<file path="src/common/lsp_pkg.sv">
// Constants and types for the lane sample packer.
// Assumes one frame clock domain shared by sample source and link layer.
package lsp_pkg;
  // ****************************************
  // Mode codes
  // ****************************************
  localparam logic [6:0] LSP_MODE_S12_L12_A = 7'h13;
  localparam logic [6:0] LSP_MODE_S12_L12_B = 7'h2A;
  localparam logic [6:0] LSP_MODE_D12_L12_A = 7'h14;
  localparam logic [6:0] LSP_MODE_D12_L12_B = 7'h2B;
  localparam logic [6:0] LSP_MODE_Q4_L4_A = 7'h15;
  localparam logic [6:0] LSP_MODE_Q4_L4_B = 7'h24;
  localparam logic [6:0] LSP_MODE_Q4_L8_A = 7'h16;
  localparam logic [6:0] LSP_MODE_Q4_L8_B = 7'h2E;
  localparam logic [6:0] LSP_MODE_Q8_L2_A = 7'h17;
  localparam logic [6:0] LSP_MODE_Q8_L2_B = 7'h26;
  localparam logic [6:0] LSP_MODE_Q8_L2_C = 7'h3D;
  localparam logic [6:0] LSP_MODE_Q8_L2_D = 7'h40;
  localparam logic [6:0] LSP_MODE_Q8_L2_E = 7'h45;
  localparam logic [6:0] LSP_MODE_Q8_L2_F = 7'h47;
  localparam logic [6:0] LSP_MODE_Q8_L4_A = 7'h18;
  localparam logic [6:0] LSP_MODE_Q8_L4_B = 7'h30;
  localparam logic [6:0] LSP_MODE_Q8_L4_C = 7'h3E;
  localparam logic [6:0] LSP_MODE_Q8_L4_D = 7'h41;
  localparam logic [6:0] LSP_MODE_Q8_L4_E = 7'h46;
  localparam logic [6:0] LSP_MODE_Q4_L16_A = 7'h19;
  localparam logic [6:0] LSP_MODE_Q4_L16_B = 7'h34;
  localparam logic [6:0] LSP_MODE_Q8_L8_A = 7'h1A;
  localparam logic [6:0] LSP_MODE_Q8_L8_B = 7'h36;
  localparam logic [6:0] LSP_MODE_Q8_L8_C = 7'h3F;
  localparam logic [6:0] LSP_MODE_Q8_L16 = 7'h1B;
  localparam logic [6:0] LSP_MODE_S12_L6 = 7'h20;
  localparam logic [6:0] LSP_MODE_D12_L6 = 7'h21;
  localparam logic [6:0] LSP_MODE_S8_L4 = 7'h22;
  // ****************************************
  // Widths
  // ****************************************
  localparam int LSP_LANES = 8;
  localparam int LSP_UNIT_W = 16;
  localparam int LSP_GROUP_W = LSP_LANES * LSP_UNIT_W;
  localparam int LSP_SAMPLES = 16;
  localparam int LSP_S12_W = 12;
  localparam int LSP_IQ_W = 15;
  localparam int LSP_OCT_W = 8;
  // ****************************************
  // Layout classes
  // ****************************************
  typedef enum logic [2:0] {
    LSP_LAY_NONE = 3'h0,
    LSP_LAY_S12 = 3'h1,
    LSP_LAY_D12 = 3'h3,
    LSP_LAY_IQ_OWN = 3'h2,
    LSP_LAY_IQ_PAIR = 3'h6,
    LSP_LAY_S8 = 3'h7
  } lsp_layout_t;
endpackage

</file>
<file path="src/core/lsp_frame_mapper.sv">
// Lane sample packer: maps one frame of samples onto group A and B lanes.
// Assumes source data valid every frame clock and a static mode while linked.
//
// Notes on behaviour
// - 12-bit single, 12 lanes: even A, odd B
// - 12-bit values fill lane units contiguously
// - 12-bit dual, 12 lanes: channel per group
// - 15-bit words: I on A, Q on B
// - Decimate-4, 8 lanes: four I/Q, own flags
// - Decimate-8, 2 lanes: one I/Q word
// - Decimate-8, 4 lanes: two I/Q, own flags
// - Decimate-4, 16 lanes: pairs share flag index
// - Decimate-8, 8 lanes: four I/Q, own flags
// - Decimate-8, 16 lanes: eight I/Q, own flags
// - 12-bit single, 6 lanes: even A, odd B
// - 12-bit dual, 6 lanes: channel per group
// - 8-bit, 4 lanes: S0 A0, S2 A1, S1 B0, S3 B1
`timescale 1ns/10ps
`default_nettype none
module lsp_frame_mapper (
  input wire logic clk,
  input wire logic rst_b,
  input wire logic [6:0] lane_packing_mode_select,
  input wire logic [191:0] samples_12,
  input wire logic [127:0] samples_8,
  input wire logic [119:0] inphase_samples,
  input wire logic [119:0] quadrature_samples,
  input wire logic [7:0] inphase_overrange_flag,
  input wire logic [7:0] quadrature_overrange_flag,
  input wire logic sample_valid,
  output logic [127:0] group_a_lanes,
  output logic [127:0] group_b_lanes,
  output logic lanes_valid,
  output logic [7:0] lane_active
);
  // ****************************************
  // Mode decode
  // ****************************************
  logic [2:0] layout;
  logic [3:0] lane_count;
  logic [6:0] mode_decode;
  // Layout class and lanes per group for a mode code
  function automatic logic [6:0] lsp_decode(input logic [6:0] m);
    unique case (m)
      lsp_pkg::LSP_MODE_S12_L12_A, lsp_pkg::LSP_MODE_S12_L12_B: lsp_decode = {3'h1, 4'h6};
      lsp_pkg::LSP_MODE_D12_L12_A, lsp_pkg::LSP_MODE_D12_L12_B: lsp_decode = {3'h3, 4'h6};
      lsp_pkg::LSP_MODE_S12_L6: lsp_decode = {3'h1, 4'h3};
      lsp_pkg::LSP_MODE_D12_L6: lsp_decode = {3'h3, 4'h3};
      lsp_pkg::LSP_MODE_Q4_L4_A, lsp_pkg::LSP_MODE_Q4_L4_B,
      lsp_pkg::LSP_MODE_Q8_L4_A, lsp_pkg::LSP_MODE_Q8_L4_B, lsp_pkg::LSP_MODE_Q8_L4_C,
      lsp_pkg::LSP_MODE_Q8_L4_D, lsp_pkg::LSP_MODE_Q8_L4_E: lsp_decode = {3'h2, 4'h2};
      lsp_pkg::LSP_MODE_Q4_L8_A, lsp_pkg::LSP_MODE_Q4_L8_B,
      lsp_pkg::LSP_MODE_Q8_L8_A, lsp_pkg::LSP_MODE_Q8_L8_B,
      lsp_pkg::LSP_MODE_Q8_L8_C: lsp_decode = {3'h2, 4'h4};
      lsp_pkg::LSP_MODE_Q8_L2_A, lsp_pkg::LSP_MODE_Q8_L2_B, lsp_pkg::LSP_MODE_Q8_L2_C,
      lsp_pkg::LSP_MODE_Q8_L2_D, lsp_pkg::LSP_MODE_Q8_L2_E,
      lsp_pkg::LSP_MODE_Q8_L2_F: lsp_decode = {3'h2, 4'h1};
      lsp_pkg::LSP_MODE_Q8_L16: lsp_decode = {3'h2, 4'h8};
      lsp_pkg::LSP_MODE_Q4_L16_A, lsp_pkg::LSP_MODE_Q4_L16_B: lsp_decode = {3'h6, 4'h8};
      lsp_pkg::LSP_MODE_S8_L4: lsp_decode = {3'h7, 4'h2};
      default: lsp_decode = {3'h0, 4'h0};
    endcase
  endfunction
  // Mode registered on every clock cycle, valid or not; held static by the user
  logic [6:0] mode_reg;
  logic [6:0] mode_next;
  always_comb begin
    mode_next = lane_packing_mode_select;
  end
  assign mode_decode = lsp_decode(mode_reg);
  assign layout = mode_decode[6:4];
  assign lane_count = mode_decode[3:0];
  // ****************************************
  // 12-bit packing
  // ****************************************
  logic [95:0] even_words;
  logic [95:0] odd_words;
  logic [95:0] even_units;
  logic [95:0] odd_units;
  always_comb begin
    even_words = '0;
    odd_words = '0;
    for (int k = 0; k < 8; k++) begin
      if (layout == lsp_pkg::LSP_LAY_D12) begin
        even_words[95 - 12*k -: 12] = samples_12[12*k +: 12];
        odd_words[95 - 12*k -: 12] = samples_12[96 + 12*k +: 12];
      end else begin
        even_words[95 - 12*k -: 12] = samples_12[24*k +: 12];
        odd_words[95 - 12*k -: 12] = samples_12[24*k + 12 +: 12];
      end
    end
  end
  lsp_unit_pack u_pack_a (
    .words(even_words),
    .units(even_units)
  );
  lsp_unit_pack u_pack_b (
    .words(odd_words),
    .units(odd_units)
  );
  // ****************************************
  // Lane assembly
  // ****************************************
  logic [127:0] a_next;
  logic [127:0] b_next;
  logic [127:0] a_reg;
  logic [127:0] b_reg;
  logic valid_reg;
  logic valid_next;
  logic [7:0] active_next;
  logic [7:0] active_reg;
  always_comb begin
    a_next = '0;
    b_next = '0;
    active_next = '0;
    valid_next = sample_valid && (layout != lsp_pkg::LSP_LAY_NONE);
    for (int l = 0; l < 8; l++) begin
      if (l < int'(lane_count)) begin
        active_next[l] = 1'b1;
      end
    end
    unique case (layout)
      lsp_pkg::LSP_LAY_S12, lsp_pkg::LSP_LAY_D12: begin
        for (int l = 0; l < 6; l++) begin
          if (l < int'(lane_count)) begin
            a_next[16*l +: 16] = even_units[95 - 16*l -: 16];
            b_next[16*l +: 16] = odd_units[95 - 16*l -: 16];
          end
        end
      end
      lsp_pkg::LSP_LAY_IQ_OWN, lsp_pkg::LSP_LAY_IQ_PAIR: begin
        for (int l = 0; l < 8; l++) begin
          if (l < int'(lane_count)) begin
            if (layout == lsp_pkg::LSP_LAY_IQ_PAIR) begin
              a_next[16*l +: 16] = {inphase_samples[15*l +: 15],
                                    inphase_overrange_flag[l/2]};
              b_next[16*l +: 16] = {quadrature_samples[15*l +: 15],
                                    quadrature_overrange_flag[l/2]};
            end else begin
              a_next[16*l +: 16] = {inphase_samples[15*l +: 15],
                                    inphase_overrange_flag[l]};
              b_next[16*l +: 16] = {quadrature_samples[15*l +: 15],
                                    quadrature_overrange_flag[l]};
            end
          end
        end
      end
      lsp_pkg::LSP_LAY_S8: begin
        a_next[7:0] = samples_8[7:0];
        a_next[23:16] = samples_8[23:16];
        b_next[7:0] = samples_8[15:8];
        b_next[23:16] = samples_8[31:24];
      end
      default: begin
        a_next = '0;
        b_next = '0;
      end
    endcase
  end
  // ****************************************
  // Registers
  // ****************************************
  always_ff @(posedge clk or negedge rst_b) begin
    if (!rst_b) begin
      mode_reg <= 7'h00;
      a_reg <= '0;
      b_reg <= '0;
      valid_reg <= 1'b0;
      active_reg <= 8'h00;
    end else begin
      mode_reg <= mode_next;
      a_reg <= a_next;
      b_reg <= b_next;
      valid_reg <= valid_next;
      active_reg <= active_next;
    end
  end
  assign group_a_lanes = a_reg;
  assign group_b_lanes = b_reg;
  assign lanes_valid = valid_reg;
  assign lane_active = active_reg;
  // ****************************************
  // Checks
  // ****************************************
  chk_s8_lane0: assert property (@(posedge clk) disable iff (!rst_b)
    (layout == lsp_pkg::LSP_LAY_S8) |=> group_b_lanes[7:0] == $past(samples_8[15:8]))
    else $error("8-bit lane B0 wrong");
  chk_s8_lane1: assert property (@(posedge clk) disable iff (!rst_b)
    (layout == lsp_pkg::LSP_LAY_S8) |=> group_a_lanes[23:16] == $past(samples_8[23:16]))
    else $error("8-bit lane A1 wrong");
  chk_s8_lane3: assert property (@(posedge clk) disable iff (!rst_b)
    (layout == lsp_pkg::LSP_LAY_S8) |=> group_b_lanes[23:16] == $past(samples_8[31:24]))
    else $error("8-bit lane B1 wrong");
  chk_iq_flag_lsb: assert property (@(posedge clk) disable iff (!rst_b)
    (layout == lsp_pkg::LSP_LAY_IQ_OWN) |=> group_a_lanes[0] == $past(inphase_overrange_flag[0]))
    else $error("I flag not in LSB");
  chk_iq_upper: assert property (@(posedge clk) disable iff (!rst_b)
    (layout == lsp_pkg::LSP_LAY_IQ_OWN) |=> group_b_lanes[15:1] == $past(quadrature_samples[14:0]))
    else $error("Q sample not in upper bits");
  chk_pair_flag: assert property (@(posedge clk) disable iff (!rst_b)
    (layout == lsp_pkg::LSP_LAY_IQ_PAIR) |=> group_a_lanes[16] == $past(inphase_overrange_flag[0]))
    else $error("Pair flag index wrong");
  chk_own_flag: assert property (@(posedge clk) disable iff (!rst_b)
    (layout == lsp_pkg::LSP_LAY_IQ_OWN && lane_count == 4'h8)
      |=> group_b_lanes[112] == $past(quadrature_overrange_flag[7]))
    else $error("Own flag index wrong");
  chk_s12_first: assert property (@(posedge clk) disable iff (!rst_b)
    (layout == lsp_pkg::LSP_LAY_S12) |=> group_b_lanes[15:4] == $past(samples_12[23:12]))
    else $error("Odd sample 1 misplaced");
  chk_s12_split: assert property (@(posedge clk) disable iff (!rst_b)
    (layout == lsp_pkg::LSP_LAY_S12)
      |=> {group_a_lanes[3:0], group_a_lanes[31:24]} == $past(samples_12[35:24]))
    else $error("Split sample wrong");
  chk_d12_chan_b: assert property (@(posedge clk) disable iff (!rst_b)
    (layout == lsp_pkg::LSP_LAY_D12) |=> group_b_lanes[15:4] == $past(samples_12[107:96]))
    else $error("Channel B sample 0 misplaced");
  chk_unused_zero: assert property (@(posedge clk) disable iff (!rst_b)
    (layout == lsp_pkg::LSP_LAY_IQ_OWN && lane_count == 4'h1) |=> group_a_lanes[127:16] == '0)
    else $error("Unused lanes not zero");
  chk_mode_static: assert property (@(posedge clk) disable iff (!rst_b)
    lanes_valid && $past(lanes_valid) |-> $stable(mode_reg))
    else $error("Mode changed while running");
endmodule
`default_nettype wire

</file>
<file path="src/core/lsp_unit_pack.sv">
// Packs eight 12-bit values contiguously, MSB first, into six 16-bit lane units.
// Assumes purely combinational use by the frame mapper.
`timescale 1ns/10ps
`default_nettype none
module lsp_unit_pack (
  input wire logic [95:0] words,
  output logic [95:0] units
);
  // ****************************************
  // Contiguous concatenation
  // ****************************************
  // words[95:84] is value 0; units[95:80] is lane 0
  always_comb begin
    units = words;
  end
endmodule
`default_nettype wire

</file>
<file path="config.mk">
export PLATFORM = sky130hd
export DESIGN_NAME = lsp_frame_mapper
export DESIGN_NICKNAME = d
export VERILOG_FILES = /design/src/common/lsp_pkg.sv /design/src/core/lsp_frame_mapper.sv /design/src/core/lsp_unit_pack.sv
export SDC_FILE = /design/constraint.sdc
export NUM_CORES = 1
export LEC_CHECK = 0
export BUFFER_PORTS_ARGS = -buffer_cell sky130_fd_sc_hd__buf_2
export CORE_AREA = 3 3 326 328
export DETAILED_ROUTE_END_ITERATION = 10
export DIE_AREA = 0 0 329 331
export HOLD_SLACK_MARGIN = 0.12
export PLACE_DENSITY = 0.38
export SLEW_MARGIN = 20
export SYNTH_ARGS = -nofsm -noshare
export SYNTH_HDL_FRONTEND = slang
export SYNTH_SLANG_ARGS = --single-unit
</file>
<file path="constraint.sdc">
create_clock -name clk -period 3.3 [get_ports clk]
set_input_delay 0.66 -clock clk [delete_from_list [all_inputs] [get_ports clk]]
set_output_delay 0.66 -clock clk [all_outputs]
set_load 0.005 [all_outputs]
</file>
==> results.yml, run 1 <==
outcome:
  run_status: "finished, final reports clean"
power:
  p_per_area_mw_per_mm2: 454
  combinational_power_share_pct: 16.6
  p_clk_share_pct: 45.9
  swShare_pct: 28.9
  peak_supply_drop_uv: 313
  internal-power_mw: 6.53
  total_leakage_power_nw: 9.68
  power.net_switching_mw: 2.66
  total_power_mw: 9.19
  power_frac_seq_pct: 37.5
synthesis:
  synth_enable_flop_cells: 0
  synth.area.top_cells: "sky130_fd_sc_hd__dfrtp_1 (53%), sky130_fd_sc_hd__a32oi_1 (8.6%), sky130_fd_sc_hd__nand3_1 (6.0%)"
  synth.ff_latch_count: 272
  synth.top_cell.area_share_pct: 52.9
  synth.cell_area_mm2: 0.0129
  netlist-cell-type-count: 60
  syn_nets: 1827
  avgSynthCellArea_um2: 10.4
  postSynth.topFlopCell: "sky130_fd_sc_hd__dfrtp_1"
  synthDominantAreaCellType: "sky130_fd_sc_hd__dfrtp_1"
  synth_sequential_area_ratio_pct: 52.9
  synth-warning-count: 0
  asyncSetResetFlopFracSynth_pct: 100
  netlist_instances: 1236
setup_path:
  setup.reg_to_reg.worst_slack_ns: 0.13
  critical_path_start: "mode_reg[1]"
  timing.setup.critical_path_class: "register to register"
  crit_path_max_fanout: 21
  worstSetupStartpointType: "register"
  worst-endpoint-arrival_ns: 3.60
  r2r.worst_path.cells: 10
  critical_path.reg2reg.endpoint: "group_b_lanes[7]"
  timing.critical_path.to_type: "register"
  timing.critical_path.required_ns: 3.73
  rr_startpoint: "mode_reg[1]"
  critical_path.endpoint: "group_b_lanes[7]"
cells_and_area:
  final_common_cell: "sky130_fd_sc_hd__buf_2"
  final_net_count: 2601
  fin_util_pct: 19.5
  design_area_mm2: 0.0202
  seq_area_mm2: 0.00681
  post_layout_nonfiller_instances: 3432
  final_cell_mix: "sky130_fd_sc_hd__buf_2 (753), sky130_fd_sc_hd__dfrtp_1 (272), sky130_fd_sc_hd__nand3_1 (153), sky130_fd_sc_hd__a32oi_1 (126), sky130_fd_sc_hd__buf_4 (93)"
  multi_input_gate_area_mm2: 0.00536
  final.fill_count: 11600
  final_layout_size_suffix_gt1_share_pct: 47.3
  area_delta_synth_final_pct: 57.2
clock_network:
  cts_made_buffers: 37
  max-clock-path-buffers: 3
  cts.sink_count: 272
  cts_tree: "done"
  cts-htree-levels: 2
  clock_pin_slew_reported_for_the_worst_setup_and_hold_paths_after_clock_tree_synthesis_ns: 0.06
  clk-insertion-delay-late_ns: 0.58
  root_buffer: "sky130_fd_sc_hd__clkbuf_16"
sta:
  worst_slew_pin_slew_ns: 0.727
  fin_worst_skew_ns: 0.0166
  timing_hold_violations_final: 0
  totalNegativeSetupSlack_ns: 0
  fmax_mhz: 316
  report.final.slew_viol_count: 0
  layout_worst_path_cycle_share_pct: 96.0
  period_needed_ns: 3.17
  grt_setup_unrepaired: "no"
  layout_setup_ws_ns: 0.132
  timing.max_slew.rel_slack_pct: 51.0
  finalSetupViolations: 0
  fin_worst_hold_slack_ns: 0.197
place:
  port_buffers: 754
  pre_cts_setup_slack_ns: 0.118
  post_dp_hpwl_um: 70500
  post-place-cells: 3350
  globalplace.congestion: 0.822
  post_dp_cell_area_mm2: 0.0189
min_path:
  hold_path.class: "input pin to register"
  hold_depth: 1
floorplan:
  fp.dieArea_mm2: 0.109
  die_w_um: 329
  floorplan.initialDensity_pct: 12.4
  rows: 118
  die_y_um: 331
  io_pins: 851
  core_area_mm2: 0.103
drt:
  drt_first_iter_violations: 986
  detailroute.via_count: 14000
  final_antenna_net_count: 0
  detail_route.first_pass.iterations: 5
  highest-signal-layer: "met5"
  detail_route.drc_violations: 0
  routed_met1_length_um: 36600
  wl_per_cell_um: 25.5
  wl_met2_um: 38400
  routed_wirelength_um: 87600
  vias_per_cell: 4.07
  wl_met3_um: 9710
global_route:
  antenna_found_initial: 34
  groute.usage.overall_pct: 15.2
  total_gr_overflow: 0
  grt_pass1_vias: 14400
  grt_first_pass_wirelength_um: 116000
  grt_start_max_net_pins: 68
job:
  cap_viol_max_count: 0
-- cell families after synthesis --
family | synth area share [%]
AOI/OAI and AO/OA | 25.1
xor gates and xnor gates | 0.0681
adders and majority gates | 0.486
buffers and inverters | 5.91
DFF | 52.9
muxes | 2.08
and+or+nand+nor | 13.4
-- per-layer routing --
| metal | global-route usage, % | vias to the layer above |
|---|---|---|
| met5 | 0 | - |
| met4 | 4.97 | 10 |
| met3 | 6.05 | 113 |
| met2 | 23.4 | 705 |
| met1 | 19.5 | 6916 |
| li1 | - | 6220 |
-- cells in the mapped netlist, drive strengths merged, types with 3 or more instances --
cell       n
dfrtp    272
nand3    153
a32oi    126
buf      109
a21boi    86
nand2     83
nor2      67
a21oi     66
and3      30
clkbuf    30
o21ai     27
a22oi     24
a221o     15
o211ai    15
mux2      14
mux2i     11
o21a      11
a32o      10
inv       10
a2bb2oi    8
nor2b      7
a21o       6
and2       6
a211oi     5
ha         5
nor3       5
a31oi      4
nand2b     3
nor3b      3
-- power by group through the flow --
stage          Combinational, mW  Clock [mW]  Sequential [mW]
3_3_place_gp                1.55           0             3.50
3_5_place_dp                1.55           0             3.50
5_1_grt                     1.65        4.50             3.45
2_1_floorplan              0.527           0             3.50
6_report                    1.53        4.22             3.44
4_1_cts                     1.56        4.36             3.44
-- worst max-delay path, stage by stage, from the launching register on --
cell and delay [ns]:
sky130_fd_sc_hd__dfrtp_1 0.51, sky130_fd_sc_hd__inv_1 0.16, sky130_fd_sc_hd__ha_2 0.28, sky130_fd_sc_hd__nor3b_1 0.16, sky130_fd_sc_hd__a211o_1 0.30, sky130_fd_sc_hd__and4_1 0.25, sky130_fd_sc_hd__buf_4 0.26, sky130_fd_sc_hd__o21ai_0 0.63
sky130_fd_sc_hd__buf_4 0.24, sky130_fd_sc_hd__a21o_1 0.10, sky130_fd_sc_hd__o211ai_1 0.12
-- layout make-up --
cell class | instances | share of cell area, %
antenna | 13 | 0.161
clock buffer | 57 | 5.61
clock inverter | 11 | 0.569
inverter | 10 | 0.186
multi-input combinational | 815 | 26.5
sequential | 272 | 33.7
tap | 1380 | 8.54
timing repair buffer | 874 | 24.8
-- worst min path at each step --
stage	startpoint	to	slack [ns]
floorplan	rst_b	group_a_lanes[0]	0.36
global placement	rst_b	lane_active[7]	0.68
detailed placement	rst_b	lane_active[7]	0.69
CTS	lane_packing_mode_select[4]	mode_reg[4]	0.14
global route	lane_packing_mode_select[6]	mode_reg[6]	0.15
finish	lane_packing_mode_select[5]	mode_reg[5]	0.20
-- what timing repair did --
action,4_1_cts,5_1_grt
hold buffers,1,0
setup endpoints to repair,0,4
buffers inserted,0,0
endpoints found under the hold margin,57,0
resized for setup,0,1
(Power assumes the default switching activity.)
==> inputs of run 2 (changes only) <==
- PLACE_DENSITY: 0.38 -> unset
==> run 2 against run 1 <==
Combinational power is 3% lower; core utilization is 0.16 points lower; wire length is 3.9% higher; global-route usage is 0.57 points higher; non-clock buffer count is 17 lower; power is 0.43% lower; flip-flop and latch count stayed put; clock skew is 0.0015 ns lower; register-to-register slack hardly changed; sequential power hardly changed; maximum frequency is 0.43% higher; largest cell class unchanged; largest power group unchanged; highest routed layer unchanged.
==> results.yml, run 2 (synthesized netlist as in run 1, its figures left out) <==
outcome:
  run_status: "finished, final reports clean"
drt:
  detail_route.drc_violations: 0
  final_antenna_net_count: 0
  drt_first_iter_violations: 1058
  detailroute.via_count: 14400
  routed_wirelength_um: 91000
  vias_per_cell: 4.21
  detail_route.first_pass.iterations: 5
  wl_per_cell_um: 26.6
setup_path:
  worstSetupStartpointType: "register"
  critical_path.reg2reg.endpoint: "group_a_lanes[80]"
  timing.critical_path.to_type: "register"
  slowest_delay_ns: 0.80
  path_common_cell: "sky130_fd_sc_hd__a21oi_1"
  worst-endpoint-arrival_ns: 3.54
  timing.critical_path.required_ns: 3.68
  crit_path_max_fanout: 33
  timing.critical_path.cells: "inv_1 > ha_1 > and2_1 > a32oi_1 > o311ai_1 > a21oi_1 > o21a_2 > a21oi_1"
  rr_startpoint: "mode_reg[0]"
  timing.setup.critical_path_class: "register to register"
  critical-path-slowest-cell: "sky130_fd_sc_hd__o21a_2"
  r2r.worst_path.cells: 8
  setup.reg_to_reg.worst_slack_ns: 0.15
clock_network:
  clk-insertion-delay-late_ns: 0.58
  cts.sink_count: 272
  cts-htree-levels: 2
  root_buffer: "sky130_fd_sc_hd__clkbuf_16"
  cts_tree: "done"
  cts_made_buffers: 37
  clock_pin_slew_reported_for_the_worst_setup_and_hold_paths_after_clock_tree_synthesis_ns: 0.06
  max-clock-path-buffers: 3
sta:
  report.final.slew_viol_count: 0
  period_needed_ns: 3.15
  fmax_mhz: 317
  totalNegativeSetupSlack_ns: 0
  timing_hold_violations_final: 0
  timing.max_slew.rel_slack_pct: 33.7
  fin_worst_hold_slack_ns: 0.185
  fin_worst_skew_ns: 0.0151
  finalSetupViolations: 0
  worst_slew_pin_slew_ns: 0.995
  grt_setup_unrepaired: "no"
  layout_worst_path_cycle_share_pct: 95.6
floorplan:
  die_y_um: 331
  floorplan.initialDensity_pct: 12.4
  rows: 118
  io_pins: 851
  core_area_mm2: 0.103
  fp.dieArea_mm2: 0.109
  die_w_um: 329
min_path:
  min_delay_worst_endpoint: "mode_reg[3]"
  hold_start: "lane_packing_mode_select[3]"
  hold_path.class: "input pin to register"
  hold_depth: 1
global_route:
  total_gr_overflow: 0
  grt_start_max_net_pins: 71
  groute.usage.overall_pct: 15.8
  antenna_found_initial: 59
  grt_pass1_vias: 14100
  grt_first_pass_wirelength_um: 118000
place:
  post_dp_cell_area_mm2: 0.0188
  globalplace.congestion: 0.882
  post-place-cells: 3333
  post_dp_hpwl_um: 74000
  port_buffers: 754
cells_and_area:
  final.fill_count: 11500
  final_cell_mix: "sky130_fd_sc_hd__buf_2 (753), sky130_fd_sc_hd__dfrtp_1 (272), sky130_fd_sc_hd__nand3_1 (153), sky130_fd_sc_hd__a32oi_1 (126), sky130_fd_sc_hd__nand2_1 (82)"
  final_layout_size_suffix_gt1_share_pct: 46.9
  area_delta_synth_final_pct: 55.9
  post_layout_nonfiller_instances: 3414
  final_common_cell: "sky130_fd_sc_hd__buf_2"
  design_area_mm2: 0.0201
  fin_util_pct: 19.4
  final_net_count: 2584
job:
  cap_viol_max_count: 0
power:
  p_per_area_mw_per_mm2: 456
  peak_supply_drop_uv: 322
  total_leakage_power_nw: 9.58
[run 2: changes by cell type in the layout (fill, tap and decap cells not counted)]
cell / delta
sky130_fd_sc_hd__clkinvlp_4: +1
sky130_fd_sc_hd__ha_2: -1
sky130_fd_sc_hd__ha_1: +1
sky130_fd_sc_hd__diode_2: +4
sky130_fd_sc_hd__inv_6: +1
sky130_fd_sc_hd__clkbuf_8: +1
sky130_fd_sc_hd__clkinv_2: -4
sky130_fd_sc_hd__buf_4: -14
sky130_fd_sc_hd__clkbuf_1: -4
sky130_fd_sc_hd__buf_12: -3
[run 2: area by class of cell]
type                            count  area, um2  area share [%]
Multi-Input combinational cell    815       5360            26.7
Timing Repair Buffer              857       4850            24.2
Sequential cell                   272       6810            33.9
Clock inverter                      9        111           0.555
Inverter                           10       37.5           0.187
Clock buffer                       54       1130            5.64
Antenna cell                       17       42.5           0.212
Tap cell                         1380       1730            8.61
[run 2: layer usage]
layer  vias up  routed length [um]  GRT usage [%]  part of all wire, %
li1       6187                   -              -                    -
met1      7107               37200           19.6                   41
met2       875               40600           24.7                   45
met3       179               10200           6.67                   11
met4        32                2800           5.20                  3.1
met5         -                 209              0                 0.23
[run 2: where the power goes]
group          switching [mW]  internal (mW)  leakage [nW]
clock                    1.69           2.53         0.608
sequential             0.0334           3.41          3.76
combinational           0.920          0.564          5.22
[run 2: through the flow]
step | setup WS (ns) | power, mW
3_3_place_gp | 0.224 | 5.00
3_5_place_dp | 0.174 | 5.01
6_report | 0.146 | 9.15
5_1_grt | 0.00338 | 9.54
2_1_floorplan | 0.804 | 4.03
4_1_cts | 0.169 | 9.32
[run 2: worst max-delay path, delay by kind of cell (launching register included)]
family	cells	cell delay, ns
AOI/OAI and AO/OA	5	1.82
adders and majority gates	1	0.28
buffers and inverters	1	0.12
DFF	1	0.46
and+or+nand+nor	1	0.22
[run 2: how the worst max path moves through the flow]
stage / startpoint / endpoint / cells past startpoint / slack (ns)
global route: mode_reg[0] / group_a_lanes[80] / 8 / 0.003
floorplan: mode_reg[0] / group_b_lanes[80] / 9 / 0.80
finish: mode_reg[0] / group_a_lanes[80] / 8 / 0.15
global placement: mode_reg[1] / group_a_lanes[16] / 11 / 0.22
CTS: mode_reg[0] / group_a_lanes[80] / 8 / 0.17
detailed placement: mode_reg[0] / group_a_lanes[80] / 8 / 0.17
[run 2: repair_timing]
| item | 4_1_cts | 5_1_grt |
|---|---|---|
| hold endpoints to repair | 44 | 0 |
| buffers inserted | 0 | 0 |
| hold buffers | 1 | 0 |
| resized for setup | 0 | 0 |
==> inputs of run 3 (changes only) <==
- PLACE_DENSITY_LB_ADDON: unset -> 0.05
==> run 3 against run 2 <==
Critical path depth up 4; core utilization grew 0.18 points; worst hold slack got worse by 0.00093 ns; sequential power about the same; via count down 3.0%; non-clock buffer count grew 1; wire length grew 3.8%; worst setup slack better by 0.0080 ns; first-iteration DRC count down 27%; global-route usage rose by 0.71 points; maximum frequency is 0.25% higher; clock skew rose by 0.018 ns; critical endpoint is now group_a_lanes[93]; largest cell class unchanged.
==> results.yml, run 3 (synthesized netlist as in run 1, its figures left out) <==
sta:
  fin_worst_skew_ns: 0.0332
  layout_setup_ws_ns: 0.154
  finalSetupViolations: 0
  grt_setup_unrepaired: "no"
  report.final.slew_viol_count: 0
  fmax_mhz: 318
  layout_worst_path_cycle_share_pct: 95.3
  timing_hold_violations_final: 0
  worst_slew_pin_slew_ns: 0.827
  period_needed_ns: 3.15
  timing.max_slew.rel_slack_pct: 44.8
  totalNegativeSetupSlack_ns: 0
setup_path:
  crit_path_max_fanout: 48
  slowest_delay_ns: 0.45
  critical-path-slowest-cell: "sky130_fd_sc_hd__dfrtp_1"
  rr_startpoint: "mode_reg[1]"
  timing.setup.critical_path_class: "register to register"
  timing.critical_path.required_ns: 3.85
  crit_path_leading_delay_family: "buffers and inverters"
  worst-endpoint-arrival_ns: 3.70
  timing.critical_path.buf_inv: 5
  critical_path.reg2reg.endpoint: "group_a_lanes[93]"
  setup.reg_to_reg.worst_slack_ns: 0.15
  timing.critical_path.cells: "inv_1 > ha_2 > nor3b_1 > a211o_1 > nand4_1 > buf_4 > a21oi_4 > buf_12 > buf_12 > a32oi_1 > a21oi_1 > buf_4"
  timing.critical_path.to_type: "register"
  r2r.worst_path.cells: 12
  worstSetupStartpointType: "register"
power:
  power_frac_seq_pct: 36.3
  combinational_power_share_pct: 15.7
  total_leakage_power_nw: 9.66
  peak_supply_drop_uv: 307
  power.net_switching_mw: 2.80
  internal-power_mw: 6.69
  p_clk_share_pct: 48.0
  swShare_pct: 29.5
  total_power_mw: 9.49
  p_per_area_mw_per_mm2: 469
global_route:
  grt_first_pass_wirelength_um: 125000
  grt_most_used_layer: "met2"
  globalRouteMet2Util_pct: 27.0
  global_route.usage.met1_pct: 20.9
  antenna_found_initial: 54
  total_gr_overflow: 0
  grt_start_max_net_pins: 72
  grt_pass1_vias: 14800
  met3_resource_use_gr_pct: 5.09
  groute.usage.overall_pct: 16.5
clock_network:
  max-clock-path-buffers: 3
  post-cts-setup-buffers: 0
  clock_pin_slew_reported_for_the_worst_setup_and_hold_paths_after_clock_tree_synthesis_ns: 0.05
  root_buffer: "sky130_fd_sc_hd__clkbuf_16"
  cts-htree-levels: 2
  cts_made_buffers: 43
  cts_tree: "done"
  cts.sink_count: 272
  clk-insertion-delay-late_ns: 0.61
cells_and_area:
  seq_area_mm2: 0.00681
  final_common_cell: "sky130_fd_sc_hd__buf_2"
  area_delta_synth_final_pct: 57.4
  final_cell_mix: "sky130_fd_sc_hd__buf_2 (753), sky130_fd_sc_hd__dfrtp_1 (272), sky130_fd_sc_hd__nand3_1 (153), sky130_fd_sc_hd__a32oi_1 (126), sky130_fd_sc_hd__nand2_1 (82)"
  multi_input_gate_area_mm2: 0.00537
  final.fill_count: 11700
  final_net_count: 2591
  final_layout_size_suffix_gt1_share_pct: 47.0
place:
  pre_cts_setup_slack_ns: 0.0456
  port_buffers: 754
  post_dp_hpwl_um: 75200
  globalplace.congestion: 0.817
drt:
  final_antenna_net_count: 0
  drt_first_iter_violations: 768
  detail_route.drc_violations: 0
  detailroute.via_count: 13900
  routed_wirelength_um: 94400
  detail_route.first_pass.iterations: 5
  vias_per_cell: 4.06
  wl_per_cell_um: 27.5
job:
  cap_viol_max_count: 0
floorplan:
  io_pins: 851
  fp.dieArea_mm2: 0.109
  floorplan.initialDensity_pct: 12.4
  die_w_um: 329
  die_y_um: 331
  rows: 118
  core_area_mm2: 0.103
min_path:
  min_delay_worst_endpoint: "mode_reg[5]"
  hold_path.class: "input pin to register"
  hold_depth: 1
  hold_start: "lane_packing_mode_select[5]"
outcome:
  run_status: "finished, final reports clean"
run 3: cell count changes in the layout (fill, tap and decap cells not counted), moves of 2 or more:
cell,change
sky130_fd_sc_hd__clkbuf_16,+6
sky130_fd_sc_hd__inv_6,-3
sky130_fd_sc_hd__clkinv_2,+2
sky130_fd_sc_hd__bufinv_16,-2
sky130_fd_sc_hd__diode_2,+13
sky130_fd_sc_hd__buf_12,+2
sky130_fd_sc_hd__clkbuf_1,+5
run 3: worst reg2reg max path, delay by kind of cell, from the launching register on:
family | cells | cell delay (ns)
buffers and inverters | 5 | 1.15
AND/OR/NAND/NOR | 2 | 0.44
flip-flops | 1 | 0.45
adder cells (fa/ha/maj) | 1 | 0.35
AO/OA/AOI/OAI | 4 | 0.72
run 3: worst max-delay path by stage:
| stage | start | end | slack [ns] | depth (start not counted) |
|---|---|---|---|---|
| finish | mode_reg[1] | group_a_lanes[93] | 0.15 | 12 |
| global placement | mode_reg[0] | group_b_lanes[48] | 0.09 | 10 |
| detailed placement | mode_reg[0] | group_b_lanes[48] | 0.05 | 10 |
| floorplan | mode_reg[0] | group_b_lanes[80] | 0.80 | 9 |
| CTS | mode_reg[0] | group_b_lanes[48] | 0.07 | 10 |
| global route | mode_reg[1] | group_a_lanes[93] | 0.01 | 12 |
run 3: power groups by stage:
stage / registers, mW / logic (mW) / clock network, mW
floorplan: 3.50 / 0.527 / 0
detailed placement: 3.50 / 1.54 / 0
global route: 3.45 / 1.64 / 4.87
global placement: 3.51 / 1.55 / 0
CTS: 3.45 / 1.54 / 4.78
finish: 3.45 / 1.49 / 4.55
run 3: area by class of cell:
class	instances	area share (%)
multi-input cells	815	26.5
diodes	30	0.371
well taps	1380	8.53
repair buffers	858	24.1
clock buffers	65	6.43
clock inverters	7	0.278
inverters	10	0.185
flip-flops and latches	272	33.6
run 3: what timing repair did:
item | in CTS | in global routing
endpoints found under the hold margin | 62 | 0
endpoints found under the setup margin | 0 | 2
resized for setup | 0 | 1
hold buffers | 1 | 0
run 3: routing by layer:
layer | vias up | routed length, um
met5 | - | 115
met4 | 18 | 2370
met3 | 119 | 7620
met2 | 603 | 44900
met1 | 6980 | 39400
li1 | 6226 | -
run 3: per-stage QoR:
stage	instances	util, %	instance area (um2)	hold slack [ns]
after detailed placement	3334	18.2	18800	0.749
after global placement	3334	18.2	18800	0.744
final	3437	19.6	20200	0.184
after CTS	3407	19.5	20200	0.133
after floorplan	1236	-	12900	0.364
after global routing	3420	19.5	20200	0.150
